<file path="src/ela_pkg.sv">
// Constants and types shared by the logic analyzer capture block.
// Notes on behaviour
// - One sample is taken on each rising edge of the acquisition clock while the clock enable is high.
// - There is no way to sample on the falling edge of that clock.
// - The acquisition clock, reset, clock enable and host port must be connected; the probe inputs may idle.
// - The probe bus, of configured width, is what the buffer records.
// - Trigger levels look only at a separate trigger bus of its own width.
// - With its option on, the external trigger input fires a trigger.
// - With its option on, the trigger output pulses on the trigger event.
// - With qualification on, a sample is stored only while enabled.
// - Depth, memory kind, widths, levels and options are build constants.
// - Each trigger level is basic or advanced, chosen per level.
// - Nothing triggers out of reset; the analyzer waits to be armed.
// - Once running, capture is continuous until the post-trigger count after the trigger runs out or the host stops it.
// - Arming, trigger watching and readout are driven by the host.
package ela_pkg;

    // Build-time shape
    localparam int DATA_W       = 8;
    localparam int TRIG_W       = 4;
    localparam int SAMPLE_DEPTH = 64;
    localparam int PTR_W        = 6;
    localparam int TRIG_LEVELS  = 2;
    localparam int LVL_W        = 1;
    localparam int FIFO_DEPTH   = 16;
    localparam int ADDR_W       = 4;
    localparam int REG_W        = 16;

    // Build-time options; qualification is dropped for segmented buffers
    localparam bit TRIG_IN_EN   = 1'b1;
    localparam bit TRIG_OUT_EN  = 1'b1;
    localparam bit SEGMENTED    = 1'b0;
    localparam bit STORAGE_QUAL = 1'b1;
    localparam bit QUAL_ALLOWED = STORAGE_QUAL & ~SEGMENTED;
    // Memory style selector; only a plain register array is built
    localparam logic [3:0] RAM_KIND = 4'h0;

    // Register indices
    localparam logic [ADDR_W-1:0] ADDR_CTRL   = 4'h0;
    localparam logic [ADDR_W-1:0] ADDR_STATUS = 4'h1;
    localparam logic [ADDR_W-1:0] ADDR_LVL0   = 4'h2;
    localparam logic [ADDR_W-1:0] ADDR_POST   = 4'h4;
    localparam logic [ADDR_W-1:0] ADDR_TPOS   = 4'h5;
    localparam logic [ADDR_W-1:0] ADDR_RDATA  = 4'h6;

    // Control bits
    localparam int CTRL_ARM  = 0;
    localparam int CTRL_STOP = 1;
    localparam int CTRL_READ = 2;
    localparam int CTRL_TOUT = 3;
    localparam int CTRL_TIN  = 4;
    localparam int CTRL_QUAL = 5;

    // Trigger level layout: mask, value, advanced flag
    localparam int LVL_MASK_LSB = 0;
    localparam int LVL_VAL_LSB  = 4;
    localparam int LVL_ADV_BIT  = 8;

    // Read data flag for a valid buffer word
    localparam int RD_VALID_BIT = 15;

    // Reset values and steps
    localparam logic [PTR_W-1:0] PTR_ZERO  = 6'h00;
    localparam logic [PTR_W-1:0] PTR_ONE   = 6'h01;
    localparam logic [PTR_W-1:0] POST_RST  = 6'h20;
    localparam logic [PTR_W:0]   DEPTH_CNT = 7'h40;
    localparam logic [PTR_W:0]   CNT_ONE   = 7'h01;
    localparam logic [LVL_W-1:0] LVL_LAST  = 1'h1;
    localparam logic [LVL_W-1:0] LVL_ONE   = 1'h1;

    typedef enum logic [1:0] {
        ELA_IDLE = 2'b00,
        ELA_RUN  = 2'b01,
        ELA_POST = 2'b11,
        ELA_DONE = 2'b10
    } ela_state_t;

endpackage

</file>
<file path="src/ela_fifo.sv">
// Readout FIFO between the acquisition buffer and the register port.
`timescale 1ns/1ns
module ela_fifo
    import ela_pkg::*;
#(
    parameter int WIDTH = 8,
    parameter int DEPTH = 16
)(
    // Clock and reset
    input  wire logic             clk_i,
    input  wire logic             nrst_i,
    input  wire logic             ce_i,
    // Fill side
    input  wire logic             in_valid_i,
    input  wire logic [WIDTH-1:0] in_data_i,
    output logic                  in_ready_o,
    // Drain side
    output logic                  out_valid_o,
    output logic [WIDTH-1:0]      out_data_o,
    input  wire logic             out_ready_i
);
    localparam int AW = $clog2(DEPTH);

    typedef struct packed {
        logic [AW-1:0] wp;
        logic [AW-1:0] rp;
        logic [AW:0]   cnt;
    } ela_fifo_t;

    ela_fifo_t        s_reg;
    ela_fifo_t        s_next;
    logic [WIDTH-1:0] mem [DEPTH];
    logic             push;
    logic             pop;

    assign in_ready_o  = (s_reg.cnt != (AW+1)'(DEPTH));
    assign out_valid_o = (s_reg.cnt != '0);
    assign out_data_o  = mem[s_reg.rp];
    assign push        = in_valid_i && in_ready_o;
    assign pop         = out_ready_i && out_valid_o;

    always_comb
    begin
        s_next = s_reg;
        if (push)
        begin
            s_next.wp = s_reg.wp + AW'(1);
        end
        if (pop)
        begin
            s_next.rp = s_reg.rp + AW'(1);
        end
        s_next.cnt = s_reg.cnt + (AW+1)'(push) - (AW+1)'(pop);
    end

    always_ff @(posedge clk_i or negedge nrst_i)
    begin
        if (!nrst_i)
        begin
            s_reg <= '0;
        end
        else if (ce_i)
        begin
            s_reg <= s_next;
        end
    end

    always_ff @(posedge clk_i)
    begin
        if (ce_i && push)
        begin
            mem[s_reg.wp] <= in_data_i;
        end
    end
endmodule

</file>
<file path="src/ela_capture.sv">
// Capture front end of the embedded logic analyzer.
//
// The register offsets and the strobed register port were decided locally.
`timescale 1ns/1ns
module ela_capture
    import ela_pkg::*;
(
    // Clock, enable and reset
    input  wire logic              clk_i,
    input  wire logic              ce_i,
    input  wire logic              nrst_i,
    // Probed design signals
    input  wire logic [DATA_W-1:0] acq_data_i,
    input  wire logic [TRIG_W-1:0] acq_trig_i,
    input  wire logic              trig_in_i,
    input  wire logic              store_en_i,
    output logic                   trigger_out_o,
    // Host register port
    input  wire logic [ADDR_W-1:0] addr_i,
    input  wire logic [REG_W-1:0]  wdata_i,
    input  wire logic              wr_i,
    input  wire logic              rd_i,
    output logic [REG_W-1:0]       rd_data_o
);

    typedef struct packed {
        ela_state_t                        state;
        logic [PTR_W-1:0]                  wr_ptr;
        logic [PTR_W-1:0]                  trig_pos;
        logic [PTR_W-1:0]                  post_left;
        logic [PTR_W-1:0]                  post_cfg;
        logic [LVL_W-1:0]                  stage;
        logic                              triggered;
        logic                              tout_en;
        logic                              tin_en;
        logic                              qual_en;
        logic [TRIG_LEVELS-1:0][REG_W-1:0] lvl;
        logic                              trig_out;
        logic                              rd_active;
        logic [PTR_W-1:0]                  rd_ptr;
        logic [PTR_W:0]                    rd_left;
        logic [REG_W-1:0]                  rdata;
    } ela_cap_t;

    ela_cap_t          s_reg;
    ela_cap_t          s_next;
    logic [DATA_W-1:0] mem [SAMPLE_DEPTH];
    logic              mem_we;
    logic [TRIG_LEVELS-1:0] lvl_hit;
    logic              cur_hit;
    logic              ext_hit;
    logic              fire;
    logic              qual_ok;
    logic              arm;
    logic              stop;
    logic              read_go;
    logic              fifo_push;
    logic              fifo_pop;
    logic              fifo_in_ready;
    logic              fifo_out_valid;
    logic [DATA_W-1:0] fifo_out_data;

    ////////////////////////////////////////////////////////////////////////
    // Trigger level evaluation

    // Basic needs every masked bit to match; advanced accepts any of them
    function automatic logic lvl_match(input logic [REG_W-1:0]  cfg,
                                       input logic [TRIG_W-1:0] t);
        logic [TRIG_W-1:0] mask;
        logic [TRIG_W-1:0] eq;
        mask = cfg[LVL_MASK_LSB +: TRIG_W];
        eq   = ~(t ^ cfg[LVL_VAL_LSB +: TRIG_W]);
        if (cfg[LVL_ADV_BIT])
        begin
            lvl_match = |(mask & eq);
        end
        else
        begin
            lvl_match = &(eq | ~mask);
        end
    endfunction

    for (genvar g = 0; g < TRIG_LEVELS; g++)
    begin : g_lvl
        assign lvl_hit[g] = lvl_match(s_reg.lvl[g], acq_trig_i);
    end

    assign cur_hit = lvl_hit[s_reg.stage];
    assign ext_hit = TRIG_IN_EN && s_reg.tin_en && trig_in_i;
    assign fire    = (cur_hit && (s_reg.stage == LVL_LAST)) || ext_hit;
    assign qual_ok = !(QUAL_ALLOWED && s_reg.qual_en) || store_en_i;

    assign arm     = wr_i && (addr_i == ADDR_CTRL) && wdata_i[CTRL_ARM];
    assign stop    = wr_i && (addr_i == ADDR_CTRL) && wdata_i[CTRL_STOP];
    assign read_go = wr_i && (addr_i == ADDR_CTRL) && wdata_i[CTRL_READ];

    ////////////////////////////////////////////////////////////////////////
    // Next state

    always_comb
    begin
        s_next    = s_reg;
        mem_we    = 1'b0;
        fifo_push = 1'b0;
        fifo_pop  = 1'b0;
        s_next.trig_out = 1'b0;
        s_next.rdata    = '0;

        // Host writes to configuration
        if (wr_i)
        begin
            if (addr_i == ADDR_CTRL)
            begin
                s_next.tout_en = wdata_i[CTRL_TOUT];
                s_next.tin_en  = wdata_i[CTRL_TIN];
                s_next.qual_en = wdata_i[CTRL_QUAL];
            end
            if (addr_i == ADDR_POST)
            begin
                s_next.post_cfg = wdata_i[PTR_W-1:0];
            end
            for (int i = 0; i < TRIG_LEVELS; i++)
            begin
                if (addr_i == ADDR_LVL0 + ADDR_W'(i))
                begin
                    s_next.lvl[i] = wdata_i;
                end
            end
        end

        case (s_reg.state)
            ELA_IDLE, ELA_DONE:
            begin
                if (arm)
                begin
                    s_next.state     = ELA_RUN;
                    s_next.wr_ptr    = PTR_ZERO;
                    s_next.stage     = '0;
                    s_next.triggered = 1'b0;
                    s_next.rd_active = 1'b0;
                end
                else if (read_go && (s_reg.state == ELA_DONE))
                begin
                    // Oldest sample sits at the write pointer after a wrap
                    s_next.rd_active = 1'b1;
                    s_next.rd_ptr    = s_reg.wr_ptr;
                    s_next.rd_left   = DEPTH_CNT;
                end
            end
            ELA_RUN:
            begin
                if (stop)
                begin
                    s_next.state = ELA_IDLE;
                end
                else
                begin
                    mem_we = qual_ok;
                    if (qual_ok)
                    begin
                        s_next.wr_ptr = s_reg.wr_ptr + PTR_ONE;
                    end
                    if (fire)
                    begin
                        s_next.state     = ELA_POST;
                        s_next.trig_pos  = s_reg.wr_ptr;
                        s_next.triggered = 1'b1;
                        s_next.post_left = s_reg.post_cfg;
                        s_next.trig_out  = TRIG_OUT_EN && s_reg.tout_en;
                    end
                    else if (cur_hit)
                    begin
                        s_next.stage = s_reg.stage + LVL_ONE;
                    end
                end
            end
            ELA_POST:
            begin
                if (stop)
                begin
                    s_next.state = ELA_IDLE;
                end
                else if (s_reg.post_left == PTR_ZERO)
                begin
                    s_next.state = ELA_DONE;
                end
                else if (qual_ok)
                begin
                    mem_we           = 1'b1;
                    s_next.wr_ptr    = s_reg.wr_ptr + PTR_ONE;
                    s_next.post_left = s_reg.post_left - PTR_ONE;
                end
            end
            default:
            begin
                s_next.state = ELA_IDLE;
            end
        endcase

        if (s_reg.rd_active && (s_reg.state == ELA_DONE) && !arm)
        begin
            fifo_push = 1'b1;
            if (fifo_in_ready)
            begin
                s_next.rd_ptr  = s_reg.rd_ptr + PTR_ONE;
                s_next.rd_left = s_reg.rd_left - CNT_ONE;
                if (s_reg.rd_left == CNT_ONE)
                begin
                    s_next.rd_active = 1'b0;
                end
            end
        end

        // Register reads answer one cycle later
        if (rd_i)
        begin
            case (addr_i)
                ADDR_CTRL:
                begin
                    s_next.rdata = REG_W'({s_reg.qual_en, s_reg.tin_en,
                                           s_reg.tout_en, 3'h0});
                end
                ADDR_STATUS:
                begin
                    s_next.rdata = REG_W'({s_reg.rd_active, fifo_out_valid,
                                           s_reg.triggered, s_reg.state});
                end
                ADDR_POST:
                begin
                    s_next.rdata = REG_W'(s_reg.post_cfg);
                end
                ADDR_TPOS:
                begin
                    s_next.rdata = REG_W'(s_reg.trig_pos);
                end
                ADDR_RDATA:
                begin
                    // Reading pops one word; an empty FIFO reads as zero
                    fifo_pop = fifo_out_valid;
                    s_next.rdata = fifo_out_valid ? REG_W'(fifo_out_data) : '0;
                    s_next.rdata[RD_VALID_BIT] = fifo_out_valid;
                end
                default:
                begin
                    for (int i = 0; i < TRIG_LEVELS; i++)
                    begin
                        if (addr_i == ADDR_LVL0 + ADDR_W'(i))
                        begin
                            s_next.rdata = s_reg.lvl[i];
                        end
                    end
                end
            endcase
        end
    end

    ////////////////////////////////////////////////////////////////////////
    // State registers and sample memory

    always_ff @(posedge clk_i or negedge nrst_i)
    begin
        if (!nrst_i)
        begin
            s_reg           <= '0;
            s_reg.post_cfg  <= POST_RST;
        end
        else if (ce_i)
        begin
            s_reg <= s_next;
        end
    end

    always_ff @(posedge clk_i)
    begin
        if (ce_i && mem_we)
        begin
            mem[s_reg.wr_ptr] <= acq_data_i;
        end
    end

    // The FIFO lets the host drain slowly; a full FIFO stalls the readout
    ela_fifo #(
        .WIDTH (DATA_W),
        .DEPTH (FIFO_DEPTH)
    ) u_fifo (
        .clk_i       (clk_i),
        .nrst_i      (nrst_i),
        .ce_i        (ce_i),
        .in_valid_i  (fifo_push),
        .in_data_i   (mem[s_reg.rd_ptr]),
        .in_ready_o  (fifo_in_ready),
        .out_valid_o (fifo_out_valid),
        .out_data_o  (fifo_out_data),
        .out_ready_i (fifo_pop)
    );

    assign trigger_out_o = s_reg.trig_out;
    assign rd_data_o     = s_reg.rdata;
endmodule

</file>
<file path="config.mk">
export PLATFORM = sky130hd
export DESIGN_NAME = ela_capture
export DESIGN_NICKNAME = d
export VERILOG_FILES = /design/src/ela_pkg.sv /design/src/ela_fifo.sv /design/src/ela_capture.sv
export SDC_FILE = /design/constraint.sdc
export NUM_CORES = 1
export LEC_CHECK = 0
export ABC_AREA = 1
export ABC_CLOCK_PERIOD_IN_PS = 3700
export BUFFER_PORTS_ARGS = -buffer_cell sky130_fd_sc_hd__buf_2
export CAP_MARGIN = 15
export CORE_AREA = 2 2 203 355
export DETAILED_ROUTE_END_ITERATION = 8
export DIE_AREA = 0 0 205 357
export HOLD_SLACK_MARGIN = 0.06
export SYNTH_ARGS = -nofsm -noshare
export SYNTH_HDL_FRONTEND = slang
export SYNTH_SLANG_ARGS = --single-unit
</file>
<file path="constraint.sdc">
create_clock -name clk_i -period 3.7 [get_ports clk_i]
set_clock_uncertainty 0.15 [all_clocks]
set_input_delay 0.74 -clock clk_i [delete_from_list [all_inputs] [get_ports clk_i]]
set_output_delay 0.74 -clock clk_i [all_outputs]
set_load 0.05 [all_outputs]
</file>
### Yosys cells after proc, flatten, opt, wreduce, memory -nomap -nowiden

Memories as Yosys holds them, arrays and structs flattened.
Cells that the tools add are included.

* add/subtract/negate cells: 9
* order comparisons: 1
* equal/unequal tests: 21
* muxes and demuxes: 52
* bitwise logic cells: 11
* reduce and logical (&&, ||, !) cells: 40

Operators with widths (number)
* 16-bit case mux with 5 select lines: 1
* 14-bit two-way mux: 4
* 16-bit two-way mux: 3
* 6-bit two-way mux: 6
* 8-bit case mux with 3 select lines: 1
* 1-bit two-way mux: 23
* 18-bit two-way mux: 1
* 8-bit two-way mux: 2
* 2-bit inequality test, second input constant: 8
* 4-bit NOT: 4
* 4-bit AND reduction: 4
* 1-bit logical AND: 13
* 13-bit two-way mux: 1
* 6-bit by 1-bit adder with 6-bit output, second input constant: 2
* 4-bit by 3-bit == test with 1-bit output, second input constant: 3
* 12-bit two-way mux: 1
* 2-bit two-way mux: 6
* 6-bit case mux with 2 select lines: 1
* 3-bit AND reduction: 4
* 5-bit AND reduction: 2
* 4-bit by 1-bit adder with 4-bit output, second input constant: 2
* 4-bit bitwise AND: 2
* 4-bit by 2-bit == test with 1-bit output, second input constant: 2
* 4-bit OR: 2
* other kinds (28): 36

* bits in registers: 107
* bits in writable memories: 640
* input bits: 39
* output and inout bits: 17
* word-level logic and storage cells: 156
* memories: 2

Memories
* mem: words 64, width 8, rd ports 1, clocked after memory_dff 0, wr ports 1, RTL line ela_capture.sv:47 `logic [DATA_W-1:0] mem [SAMPLE_DEPTH];`
* u_fifo.mem: words 16, width 8, rd ports 1, clocked after memory_dff 0, wr ports 1, RTL line ela_fifo.sv:32 `logic [WIDTH-1:0] mem [DEPTH];`

### Depth between registers and ports, before layout

Gate-level depths: netlist (run 1).

* depth after elaboration: 12
* depth in mapped cells: 16
* gate-level depth less buffers: 16

### Modules after synthesis

Synthesis (run 1) repeated with hierarchy kept, for this count alone.

* cells, all modules: 2961
* area, all modules: 32119.6 um^2

By module, submodules not included
* ela_capture: times used 1, cells an instance 2317, area an instance 25707.2 um^2, seq. area each 17728.3 um^2
* ela_fifo: times used 1, cells an instance 644, area an instance 6412.4 um^2, seq. area each 4169.0 um^2

### Worst setup path before layout (run 1)

Ideal clock, no wire load.

* path type: input-to-reg
* start point: input addr_i[3]
* end point: register u_fifo.s_reg[4] (netlist bit)
* data arrival time: 2.542 ns
* required time: 3.425 ns
* path slack: 0.883 ns
* stages on the path: 15
* path buffers: 0
* path through: nor2_2 -> nand2_2 -> nor2_4 -> nand2_1 -> nand3_1 -> inv_2 -> ha_1 -> fa_1 -> nand2_1 -> a21oi_1 -> nor2_1 -> nand2_1 -> nand2_1 -> nor2_1 -> xor2_1

* word-level cells in the longest chain between the ends: 9

Ends and longest elaborated chain
* from (decl): RTL line ela_capture.sv:19 `input wire logic [ADDR_W-1:0] addr_i,`
* 4-bit zero test: RTL line ela_capture.sv:93 `assign arm = wr_i && (addr_i == ADDR_CTRL) && wdata_i[CTRL_ARM];`
* 1-bit logical AND (2 in series): RTL line ela_capture.sv:93
* 1-bit zero test: RTL line ela_capture.sv:200 `if (s_reg.rd_active && (s_reg.state == ELA_DONE) && !arm)`
* 1-bit logical AND: RTL line ela_capture.sv:200
* 1-bit two-way mux: RTL line ela_capture.sv:200
* 1-bit logical AND: RTL line ela_fifo.sv:39 `assign push = in_valid_i && in_ready_o;`
* 5-bit by 1-bit adder with 5-bit output: RTL line ela_fifo.sv:53 `s_next.cnt = s_reg.cnt + (AW+1)'(push) - (AW+1)'(pop);`
* 5-bit by 1-bit subtractor with 5-bit output (*): RTL line ela_fifo.sv:53
* to (signal assigned): RTL line ela_fifo.sv:64 `s_reg <= s_next;`
* to (decl): RTL line ela_fifo.sv:30 `ela_fifo_t s_reg;`

Every way passes the cells marked *; elsewhere a longest branch is shown, timed or not.
A chain may end at the register's enable or synchronous reset.

### Final worst setup path (run 1)

* start point: register s_reg[23] (netlist bit)
* end point: memory u_fifo.mem[0][1] (data pin)

* word-level cells in the longest chain between the ends: 1

Ends and longest elaborated chain
* from (decl): RTL line ela_capture.sv:45 `ela_cap_t s_reg;`
* from (signal assigned): RTL line ela_capture.sv:269 `s_reg <= s_next;`
* memory read 64 x 8 bit
* via u_fifo.in_data_i[1]: RTL line ela_fifo.sv:15 `input wire logic [WIDTH-1:0] in_data_i,`
* to (decl): RTL line ela_fifo.sv:32

The timed path passes the listed nets, and every way through them passes these cells.

==> reports/results.tsv, run 1 <==
stage	metric	value	unit
run_status	status	finished, final reports clean	
logic_synthesis	syn_nets	2813	
setup_path	crit_path_top_delay_cell	inv_6	
clocking	cts_made_buffers	69	
setup_path	cp_cell_sequence	inv_6 -> buf_12 -> nor2_1 -> o211ai_1 -> nand3_1 -> nand3_1 -> nand3_1 -> nand2_1 -> buf_4	
setup_path	critPathCaptureType	register	
placement	placed_cell_area	33040	um^2
sta	final-setup-viol-count	0	
setup_path	rrSetupSlack	0.50	ns
final_layout	drive_gt1_frac	0.09913	
drt	ant_nets	0	
logic_synthesis	syn_area_per_cell	11.37	um^2
final_layout	largest_reg_flops	512	
sta	slew_headroom	0.3085	
final_layout	final-instance-count-excl-fill	3802	
logic_synthesis	synth.distinct_cells	43	
min_path	hold_depth	3	
placement	placedCellCount	3676	
setup_path	cpMostUsedCell	nand3_1	
die	io_pins	56	
setup_path	worstPathRequired	3.98	ns
final_layout	fin_area	35270	um^2
die	start_util	0.4453	
global_routing	antenna_found_initial	0	
clocking	tritoncts	done	
setup_path	r2r-end	u_fifo.mem[0][1]	
sta	worstMarginPinSlew	1.036	ns
min_path	hold_end	s_reg[42]	
global_routing	grt_pass1_vias	21525	
clocking	clk_pin_slew	0.06	ns
sta	hold_viol	0	
die	die_h	357	um
clocking	htree_num_levels	3	
final_layout	area_delta_synth_final	12.54	%
sta	rsz0062_at_grt	false	
logic_synthesis	yosysTopAreaCell	edfxtp_1	
final_layout	diodes	0	
logic_synthesis	synthTopCellsByArea	edfxtp_1 (61%), dfrtp_1 (8.5%), o21ai_0 (6.5%)	
sta	slew_violations	0	
drt	wl_per_cell	23.34	um
global_routing	grt_max_degree	106	
setup_path	r2r_start	s_reg[23]	
clocking	cts_root_buffer	clkbuf_16	
clocking	cts_resized	0	
die	die_area	73190	um^2
power_and_ir_drop	p_per_area	752.8	nW/um^2
die	core_area	70370	um^2
final_layout	fin_nets	2888	
drt	drtPass1Iterations	5	
sta	period_needed	3.199	ns
logic_synthesis	syn_area	31340	um^2
sta	min_period_over_period	0.8646	
die	row_count	129	
clocking	tritoncts_num_sinks	747	
sta	max_freq	312.6	MHz
setup_path	r2r_cells	9	
clocking	clock_latency	0.63	ns
die	die_x	205	um
placement	post-place-ws	0.4659	ns
drt	drt_iter0_drc	2053	
setup_path	worst_ep_arrival_time	3.48	ns
setup_path	crit_path_start_kind	register	
global_routing	grt_pass1_wl	131.0	mm
placement	place.port_buffers	55	
drt	drc_errors	0	
logic_synthesis	ys_seq_area_frac	0.6988	
setup_path	worstPathMaxFanout	105	
min_path	worstHoldStart	wdata_i[11]	
sta	tns	0	ns
placement	hpwl	57.95	mm
final_layout	final_core_util	0.5011	
global_routing	globalRouteTotalUtil	0.2431	
drt	routed_via_density	5.617	
flow_run	maxCapViolations	0	
logic_synthesis	ys_ff_latch	747	
drt	routed_wl	88.73	mm
logic_synthesis	syn_inst	2756	
setup_path	crit_path_max_incr_delay	0.55	ns
setup_path	crit_family	buffers and inverters	
setup_path	crit_buf_inv	3	
power_and_ir_drop	vdd_drop_max	374.0	uV
logic_synthesis	ys_warn_count	0	
min_path	min_path_type	primary input to register	
logic_synthesis	synth_top_area_share	0.6133	
sta	fin_ws	0.5009	ns
power_and_ir_drop	leakagePower	12.71	nW
global_routing	overflow	0	
clocking	cts_max_path_buffers	3	
placement	place_congestion	0.9395	
setup_path	path_class	register to register	
drt	via_count	21356	
cell usage in the layout, fill, tap and decap left out, types with 12 or more instances in the layout:
cell type | synthesis | routed
a21oi_1 | 50 | 50
a22oi_1 | 12 | 12
buf_12 | 0 | 14
buf_2 | 42 | 54
buf_4 | 25 | 101
clkbuf_1 | 85 | 17
clkbuf_16 | 0 | 71
clkinv_1 | 4 | 13
dfrtp_1 | 106 | 103
edfxtp_1 | 640 | 640
ha_1 | 17 | 17
inv_1 | 127 | 127
nand2_1 | 319 | 319
nand3_1 | 123 | 123
nand4_1 | 14 | 14
nor2_1 | 539 | 539
nor3_1 | 12 | 12
o211ai_1 | 101 | 101
o21ai_0 | 407 | 407
o22ai_1 | 54 | 54
xor2_1 | 16 | 16
worst register-to-register path, delay by kind of cell, from the launching register on:
| family | cells | cell delay, ns |
|---|---|---|
| buf+inv | 3 | 1.24 |
| simple gates | 5 | 0.74 |
| flops | 1 | 0.52 |
| compound gates | 1 | 0.35 |
stage by stage:
| stage | total power, mW | hold WS [ns] |
|---|---|---|
| after floorplan | 15.82 | 0.2944 |
| after global placement | 19.38 | 0.3108 |
| after detailed placement | 19.55 | 0.3185 |
| after CTS | 26.66 | 0.2094 |
| after global routing | 27.73 | 0.2594 |
| final | 26.55 | 0.2410 |
synthesized netlist by cell type, drive strengths merged:
cell / count
a211oi: 4
a21oi: 51
a221oi: 1
a22o: 6
a22oi: 12
a31oi: 1
a32o: 1
and2: 1
buf: 81
clkbuf: 85
clkinv: 4
dfrtp: 106
dfstp: 1
edfxtp: 640
fa: 1
ha: 17
inv: 130
nand2: 321
nand2b: 2
nand3: 123
nand4: 14
nor2: 543
nor3: 12
nor4: 1
o211ai: 101
o21a: 1
o21ai: 415
o21bai: 1
o221ai: 1
o22ai: 54
o2bb2ai: 3
or2: 2
xnor2: 4
xor2: 16
power breakdown:
part | internal (mW) | total [mW] | switching [mW] | leakage [nW]
Clock | 4.03 | 7.15 | 3.12 | 1.08
Combinational | 2.32 | 8.81 | 6.49 | 4.52
Sequential | 10.2 | 10.6 | 0.397 | 7.11
Total | 16.5 | 26.5 | 10.0 | 12.7
repair_timing:
item	CTS	global route
hold endpoints to repair	39	0
setup buffers	0	0
hold buffers	1	0
setup endpoints to repair	0	0
per-layer routing:
layer  share of wire  global-route usage
met1            0.35              0.2582
met2            0.54              0.4529
met3           0.042             0.02870
met4           0.066              0.1527
met5               0                   0
cell families (layout without fill, tap and decap cells):
| kind of cell | after synthesis | in the layout | share of synthesized area |
|---|---|---|---|
| and+or+nand+nor | 1019 | 1019 | 0.1297 |
| DFF | 747 | 747 | 0.6988 |
| AOI/OAI and AO/OA | 652 | 652 | 0.1179 |
| buffers and inverters | 300 | 429 | 0.04061 |
| xor gates and xnor gates | 20 | 20 | 0.005590 |
| adders and majority gates | 18 | 18 | 0.007427 |
layout make-up:
class / count / area [um^2]
fill: 6273 / 35110
inverter: 134 / 508.0
clock buffer: 88 / 1841
tap: 917 / 1147
sequential: 747 / 21910
clock inverter: 37 / 377.9
timing repair buffer: 170 / 1319
multi-input combinational: 1709 / 8167
worst max-delay path by stage:
stage / cells past startpoint / start / to / slack [ns]
2_1_floorplan: 15 / addr_i[3] / u_fifo.s_reg[4] / 0.88
3_3_place_gp: 16 / addr_i[3] / u_fifo.s_reg[4] / 0.42
3_5_place_dp: 16 / addr_i[3] / u_fifo.s_reg[4] / 0.47
4_1_cts: 9 / s_reg[23] / u_fifo.mem[0][1] / 0.57
5_1_grt: 9 / s_reg[23] / u_fifo.mem[0][1] / 0.38
6_report: 9 / s_reg[23] / u_fifo.mem[0][1] / 0.50
Power figures use the tool's default switching activity.
==> run 2, diff against run 1 <==
CORE_AREA = 2 2 205 359   (was 2 2 203 355)
DIE_AREA = 0 0 207 361   (was 0 0 205 357)
PLACE_DENSITY_LB_ADDON = 0.05   (was unset)
SYNTH_HIERARCHICAL = 1   (was unset)
==> run 2 against run 1 <==
Net effect: final area rose by 2.5%; count of clock-buffer cells in the layout rose by 8; core utilization rose by 0.41 points; via count rose by 3.7%; largest cell class unchanged; synthesized cell count rose by 7.4%; highest routed layer unchanged; largest power group unchanged.
==> reports/results.tsv, run 2 <==
stage	metric	value	unit	change
power_and_ir_drop	p_per_area	740.0	nW/um^2	-1.7%
global_routing	globalRouteTotalUtil	0.2536		+0.01050
setup_path	worstPathRequired	4.06	ns	+0.08 ns
drt	ant_nets	0		unchanged
die	die_area	74730	um^2	+2.1%
setup_path	crit_path_max_incr_delay	0.38	ns	-0.17 ns
logic_synthesis	synth_enable_flop_cells	640		unchanged
power_and_ir_drop	leakagePower	13.67	nW	+7.5%
setup_path	crit_path_start_kind	register		
clocking	cts_root_buffer	clkbuf_16		
final_layout	num-fill-cells	6488		+3.4%
logic_synthesis	ys_warn_count	6		+6
sta	slew_headroom	0.2921		-0.01645
final_layout	diodes	0		unchanged
clocking	cts_made_buffers	72		+4.3%
global_routing	gr-usage-met3	0.02656		-0.002139
power_and_ir_drop	finalPower	26.76	mW	+0.79%
logic_synthesis	async_flop_share	0.1432		unchanged
drt	wl_per_cell	23.53	um	+0.81%
placement	place.port_buffers	55		unchanged
clocking	clk_pin_slew	0.06	ns	about the same
logic_synthesis	syn_area_per_cell	10.85	um^2	-4.6%
sta	final-setup-viol-count	0		unchanged
min_path	min_path_type	primary input to register		
clocking	cts_setup_buffers	0		unchanged
logic_synthesis	ys_ff_latch	747		unchanged
global_routing	overflow	0		unchanged
logic_synthesis	syn_inst	2961		+7.4%
logic_synthesis	syn_area	32120	um^2	+2.5%
sta	period_needed	3.082	ns	-0.1176 ns
placement	hpwl	63.99	mm	+10%
final_layout	final_common_cell	edfxtp_1		
min_path	hold_depth	3		unchanged
setup_path	crit_family	simple AND/OR/NAND/NOR gates		
setup_path	rrSetupSlack	0.62	ns	+0.12 ns
logic_synthesis	synthTopCellsByArea	edfxtp_1 (60%), dfrtp_1 (8.3%), nand2_1 (7.1%)		
die	io_pins	56		unchanged
setup_path	cp_cell_sequence	inv_1 -> ha_1 -> nand4_1 -> inv_1 -> nor3_2 -> inv_1 -> nor2_1 -> nand2_1 -> inv_1 -> ha_1 -> inv_1 -> ha_1 -> inv_1 -> fa_1 -> inv_1 -> nand2_1 -> nand2_1 -> nand2_1 -> nand3_1 -> nand2_1 -> nand2_1 -> nand2_1		
logic_synthesis	ys_seq_area_frac	0.6817		-0.01704
final_layout	fin_nets	3108		+7.6%
sta	slew_violations	0		unchanged
logic_synthesis	synthTopCellsByCount	edfxtp_1 (640), nand2_1 (604), nor2_1 (378)		
sta	max_freq	324.5	MHz	+3.8%
sta	worstMarginPinSlew	1.059	ns	+0.02326 ns
final_layout	area_delta_synth_final	12.57	%	about the same
sta	min_period_over_period	0.8328		-0.03178
clocking	tritoncts	done		
setup_path	r2r_cells	22		+13
die	start_util	0.4488		+0.003502
drt	drtPass1Iterations	5		unchanged
setup_path	r2r_start	u_fifo/s_reg[3]		
sta	hold_viol	0		unchanged
logic_synthesis	synth.distinct_cells	51		+19%
power_and_ir_drop	vdd_drop_max	440.5	uV	+18%
die	die_h	361	um	+1.1%
setup_path	crit_buf_inv	7		+4
flow_run	maxCapViolations	0		unchanged
drt	routed_via_density	5.499		-2.1%
logic_synthesis	yosysTopAreaCell	edfxtp_1		
final_layout	drive_gt1_frac	0.1027		+0.003604
setup_path	worst_ep_arrival_time	3.45	ns	-0.03 ns
clocking	clock_latency	0.64	ns	about the same
die	row_count	130		+0.78%
drt	routed_wl	94.79	mm	+6.8%
die	core_area	71570	um^2	+1.7%
drt	drc_errors	0		unchanged
global_routing	use_met2	0.4733		+0.02036
setup_path	path_class	register to register		
min_path	hold_end	s_reg[56]		
drt	via_count	22154		+3.7%
final_layout	largest_reg_flops	512		unchanged
clocking	htree_num_levels	3		unchanged
logic_synthesis	synth_top_area_share	0.5983		-0.01496
global_routing	grt_max_degree	92		-13%
logic_synthesis	synth_ff_type	edfxtp_1		
setup_path	r2r-end	u_fifo/s_reg[4]		
setup_path	crit_path_top_delay_cell	fa_1		
die	die_x	207	um	+0.98%
global_routing	grt_pass1_vias	22678		+5.4%
global_routing	antenna_found_initial	0		unchanged
placement	place_congestion	0.8950		-4.7%
min_path	worstHoldStart	wdata_i[9]		
final_layout	final_cell_mix	edfxtp_1 (640), nand2_1 (604), nor2_1 (377)		
global_routing	grt_pass1_wl	141.3	mm	+7.8%
clocking	cts_max_path_buffers	3		unchanged
drt	drt_iter0_drc	1573		-23%
sta	rsz0062_at_grt	false		
sta	tns	0	ns	unchanged
global_routing	grt_util_met1	0.2726		+0.01445
clocking	tritoncts_num_sinks	747		unchanged
global_routing	grt.busiest_layer	met2		
logic_synthesis	yosysMostFrequentCell	edfxtp_1		
setup_path	critPathCaptureType	register		
setup_path	cp-startpoint	u_fifo/s_reg[3]		
run_status	status	finished, final reports clean		
setup_path	worstPathMaxFanout	4		-96%
logic_synthesis	syn_nets	3018		+7.3%
run 2: cell types whose count changed after synthesis, moves of 6 or more:
cell	before	now
nand2_1	319	604
nor2_1	539	378
nand3_1	123	263
o21ai_0	407	307
inv_1	127	205
o211ai_1	101	55
o221ai_1	1	13
a21oi_1	50	40
a22oi_1	12	2
buf_1	14	4
o22ai_1	54	44
buf_2	42	51
a31oi_1	1	7
run 2: worst min-delay path, cell delays in order:
cell and delay [ns]:
buf_2 0.10, inv_1 0.05, o21ai_0 0.08
run 2: where the power goes:
part           internal, mW  switching [mW]  leakage, nW
Combinational          2.42            6.57         5.42
Clock                  4.06            3.19         1.11
Sequential             10.0           0.487         7.14
Total                  16.5            10.2         13.7
run 2: metrics by stage:
| step | util | hold slack, ns | std cells | cell area (um^2) | worst slack (ns) |
|---|---|---|---|---|---|
| 6_report | 0.5052 | 0.2411 | 4029 | 36160 | 0.6185 |
| 5_1_grt | 0.5052 | 0.2392 | 4029 | 36160 | 0.2670 |
| 4_1_cts | 0.5052 | 0.2125 | 4029 | 36160 | 0.6200 |
| 3_5_place_dp | 0.4735 | 0.3113 | 3900 | 33890 | 0.2784 |
| 3_3_place_gp | 0.4732 | 0.3106 | 3899 | 33870 | 0.2077 |
| 2_1_floorplan | - | 0.2919 | 2961 | 32120 | 0.5802 |
run 2: timing repair:
| item | in CTS | in global routing |
|---|---|---|
| endpoints found under the hold margin | 2 | 0 |
| hold buffers | 1 | 0 |
| resized for setup | 0 | 0 |
run 2: final cells by class:
type / instances / area [um^2] / share of cell area
inverters: 218 / 823.3 / 0.02277
clock inverters: 32 / 276.5 / 0.007648
well taps: 924 / 1156 / 0.03197
repair buffers: 181 / 1401 / 0.03876
multi-input cells: 1831 / 8610 / 0.2381
clock buffers: 96 / 1984 / 0.05488
flip-flops and latches: 747 / 21910 / 0.6059
run 2: cells by family after synthesis:
logic type      count (synthesis)  synth area share
compound gates                496           0.08706
xor+xnor                       20          0.005453
fa+ha+maj                      18          0.007245
buf+inv                       383           0.05029
flops                         747            0.6817
mux                             1         0.0003116
simple gates                 1296            0.1679
run 2: per-layer routing:
metal | wire length (um) | share of wire
met1 | 33870 | 0.36
met2 | 51030 | 0.54
met3 | 3866 | 0.041
met4 | 6020 | 0.064
met5 | 0 | 0
run 2: worst max-delay path by stage:
stage	to	slack, ns	cells after the start
global placement	u_fifo/s_reg[4]	0.21	21
global route	u_fifo/s_reg[4]	0.27	22
finish	u_fifo/s_reg[4]	0.62	22
detailed placement	u_fifo/s_reg[4]	0.28	21
floorplan	u_fifo/s_reg[4]	0.58	21
CTS	u_fifo/s_reg[4]	0.62	22
==> run 3, diff against run 2 <==
ABC_AREA = 0   (was 1)
ABC_CLOCK_PERIOD_IN_PS = 2900   (was 3700)
CORE_AREA = 2 2 201 352   (was 2 2 205 359)
DIE_AREA = 0 0 203 354   (was 0 0 207 361)
clock period = 2.9 ns   (was 3.7 ns; I/O delays follow)
==> run 3 against run 2 <==
Net effect: fmax fell by 3.0%; first-iteration DRC count fell by 36%; sequential share of layout area fell by 1.3 points; the flow now finishes with violations (setup timing); critical path depth fell by 6; critical path type unchanged; setup slack got worse by 0.90 ns; synthesized area fell by 4.1%; highest routed layer unchanged; sequential power rose by 17%.
==> reports/results.tsv, run 3 <==
stage	metric	value	unit	change
run_status	status	complete, but fails checks		
run_status	violations	setup timing		
sta	worstMarginPinSlew	1.394	ns	+0.3347 ns
drt	wl_per_cell	26.31	um	+12%
die	start_util	0.4464		-0.002412
global_routing	grt_pass1_vias	17267		-24%
drt	drc_errors	0		unchanged
global_routing	globalRouteTotalUtil	0.2186		-0.03504
final_layout	drive_gt1_frac	0.3477		+0.2449
logic_synthesis	synthTopCellsByCount	edfxtp_1 (640), mux4_2 (184), dfrtp_1 (106)		
clocking	clock_latency	0.63	ns	about the same
logic_synthesis	synth_ff_type	edfxtp_1		
setup_path	crit_path_start_kind	register		
setup_path	worstPathMaxFanout	3		-1
sta	fin_ws	-0.2769	ns	-0.8954 ns
logic_synthesis	yosysMostFrequentCell	edfxtp_1		
logic_synthesis	synth_enable_flop_cells	640		unchanged
logic_synthesis	syn_area	30810	um^2	-4.1%
final_layout	diodes	0		unchanged
power_and_ir_drop	p_int	18.99	mW	+15%
power_and_ir_drop	vdd_drop_max	545.6	uV	+24%
drt	drt_iter0_drc	1009		-36%
logic_synthesis	ys_seq_area_frac	0.7107		+0.02893
power_and_ir_drop	p_comb_frac	0.140		-0.196
clocking	cts_made_buffers	72		unchanged
setup_path	critPathCaptureType	register		
logic_synthesis	syn_area_per_cell	18.36	um^2	+69%
placement	place_congestion	0.8382		-6.3%
logic_synthesis	yosys.area_share.simple	0.04568		-0.1222
flow_run	maxCapViolations	0		unchanged
power_and_ir_drop	p_per_area	683.5	nW/um^2	-7.6%
drt	via_count	16317		-26%
die	core_area	69030	um^2	-3.6%
clocking	cts_max_path_buffers	3		unchanged
logic_synthesis	synthMuxAreaShare	0.1683		+0.1680
logic_synthesis	syn_inst	1678		-43%
clocking	cts_root_buffer	clkbuf_16		
power_and_ir_drop	leakagePower	12.94	nW	-5.4%
sta	final-setup-viol-count	129		+129
power_and_ir_drop	clkPwrFrac	0.372		+0.101
placement	place.port_buffers	55		unchanged
logic_synthesis	synth-compound-area-share	0.03663		-0.05044
logic_synthesis	synth_top_family_by_area	multiplexers		
die	row_count	128		-1.5%
sta	min_period_over_period	1.095		+0.2626
final_layout	fin_nets	2022		-35%
final_layout	area_delta_synth_final	19.95	%	
sta	period_needed	3.177	ns	+0.09537 ns
clocking	htree_num_levels	3		unchanged
die	die_h	354	um	-1.9%
die	io_pins	56		unchanged
sta	slew_violations	0		unchanged
die	die_x	203	um	-1.9%
setup_path	worstPathRequired	3.27	ns	-0.79 ns
setup_path	path_class	register to register		
global_routing	overflow	0		unchanged
final_layout	final_common_cell	edfxtp_1		
drt	ant_nets	0		unchanged
clocking	tritoncts_num_sinks	747		unchanged
logic_synthesis	synth.distinct_cells	75		+47%
placement	placed_cell_area	33720	um^2	-0.49%
final_layout	final_cell_mix	edfxtp_1 (640), mux4_2 (184), buf_4 (181)		
setup_path	worst_ep_arrival_time	3.54	ns	+0.09 ns
drt	routed_via_density	5.565		+1.2%
sta	whs	0.09596	ns	-0.1452 ns
logic_synthesis	async_flop_share	0.1432		unchanged
min_path	min_path_type	primary input to register		
logic_synthesis	yosysTopAreaCell	edfxtp_1		
die	die_area	71860	um^2	-3.8%
final_layout	num-fill-cells	5546		-15%
clocking	clk_pin_slew	0.07	ns	about the same
drt	drtPass1Iterations	5		unchanged
final_layout	fin_area	36960	um^2	+2.2%
drt	routed_wl	77.14	mm	-19%
sta	rsz0062_at_grt	true		
logic_synthesis	synthTopCellsByArea	edfxtp_1 (62%), mux4_2 (13%), dfrtp_1 (8.6%)		
logic_synthesis	ys_ff_latch	747		unchanged
power_and_ir_drop	pwr-share-seq	0.488		+0.095
global_routing	grt_pass1_wl	114.3	mm	-19%
logic_synthesis	ys_warn_count	6		unchanged
sta	slew_headroom	0.07062		-0.2214
placement	hpwl	53.11	mm	-17%
global_routing	grt_max_degree	44		-52%
sta	max_freq	314.8	MHz	-3.0%
logic_synthesis	synth_adder_area_share	0.007553		+0.0003075
power_and_ir_drop	p_sw_frac	0.2484		-0.1342
global_routing	antenna_found_initial	0		unchanged
logic_synthesis	synth-xor-area-share	0.005117		-0.0003371
power_and_ir_drop	p_switching	6.275	mW	-39%
final_layout	largest_reg_flops	512		unchanged
logic_synthesis	synth_top_area_share	0.6237		+0.02539
logic_synthesis	syn_nets	1735		-43%
clocking	tritoncts	done		
sta	hold_viol	0		unchanged
run 3: worst max-delay path, stage by stage, from the launching register on:
cell	delay, ns
dfrtp_1	0.40
inv_2	0.09
ha_4	0.13
or4b_4	0.47
inv_2	0.09
nor4b_4	0.05
and2_4	0.14
and2_4	0.16
ha_4	0.20
inv_2	0.06
ha_4	0.12
inv_2	0.03
fa_2	0.33
nand2b_4	0.16
a21oi_4	0.15
mux2i_1	0.09
o311ai_1	0.24
run 3: power groups by stage:
stage	Clock (mW)	Sequential (mW)	Combinational, mW
6_report	9.39	12.3	3.54
3_3_place_gp	0	12.5	3.33
3_5_place_dp	0	12.6	3.39
5_1_grt	10.0	12.4	3.84
4_1_cts	9.63	12.3	3.46
2_1_floorplan	0	12.4	2.25
run 3: final timing paths:
kind	startpoint	to	slack (ns)	cells past startpoint
setup / recovery	u_fifo/s_reg[3]	u_fifo/s_reg[4]	-0.28	16
hold / removal	wdata_i[6]	s_reg[37]	0.1	2
setup reg to reg	u_fifo/s_reg[3]	u_fifo/s_reg[4]	-0.28	16
hold reg to reg	s_reg[44]	s_reg[44]	0.36	1
max in group asynchronous	nrst_i	s_reg[73]	1.53	3
min in group asynchronous	nrst_i	rd_data_o[12]	0.35	2
run 3: cell type report:
cell class	count	area (um^2)	share of cell area
Inverter	60	225.2	0.006093
Tap cell	910	1139	0.03081
Clock inverter	46	410.4	0.01110
Multi-Input combinational cell	768	8374	0.2266
Timing Repair Buffer	316	2977	0.08053
Sequential cell	747	21910	0.5927
Clock buffer	85	1928	0.05217
run 3: repair_timing:
| item | in CTS | in global routing |
|---|---|---|
| setup buffers | 8 | 28 |
| endpoints found under the hold margin | 52 | 0 |
| setup endpoints to repair | 130 | 132 |
| resized for setup | 28 | 55 |
| pin swaps | 1 | 3 |
| hold buffers | 9 | 0 |
| cloned | 3 | 10 |
run 3: cells by family (layout without fill, tap and decap cells):
| logic type | after synthesis | count (layout) |
|---|---|---|
| buffers and inverters | 163 | 507 |
| multiplexers | 268 | 268 |
| XOR/XNOR | 18 | 18 |
| flip-flops | 747 | 747 |
| AO/OA/AOI/OAI | 173 | 173 |
| AND/OR/NAND/NOR | 291 | 291 |
| adder cells (fa/ha/maj) | 18 | 18 |
run 3: routing by layer:
| metal | global-route usage | wire [um] | vias up |
|---|---|---|---|
| met3 | 0.02531 | 2291 | 115 |
| met1 | 0.2362 | 27450 | 8651 |
| met5 | 0 | 0 | - |
| met2 | 0.4339 | 45110 | 292 |
| li1 | - | - | 7259 |
| met4 | 0.07328 | 2294 | 0 |
run 3: per-stage QoR:
step	setup TNS [ns]	total power, mW	utilization	worst slack, ns	std cells
2_1_floorplan	-1.107	14.69	-	-0.2171	1678
3_3_place_gp	-26.85	15.88	0.4885	-0.3084	2744
3_5_place_dp	-26.18	15.95	0.4885	-0.2996	2744
4_1_cts	-17.31	25.42	0.5262	-0.2470	2895
5_1_grt	-26.77	26.24	0.5355	-0.4343	2932
6_report	-20.44	25.26	0.5355	-0.2769	2932
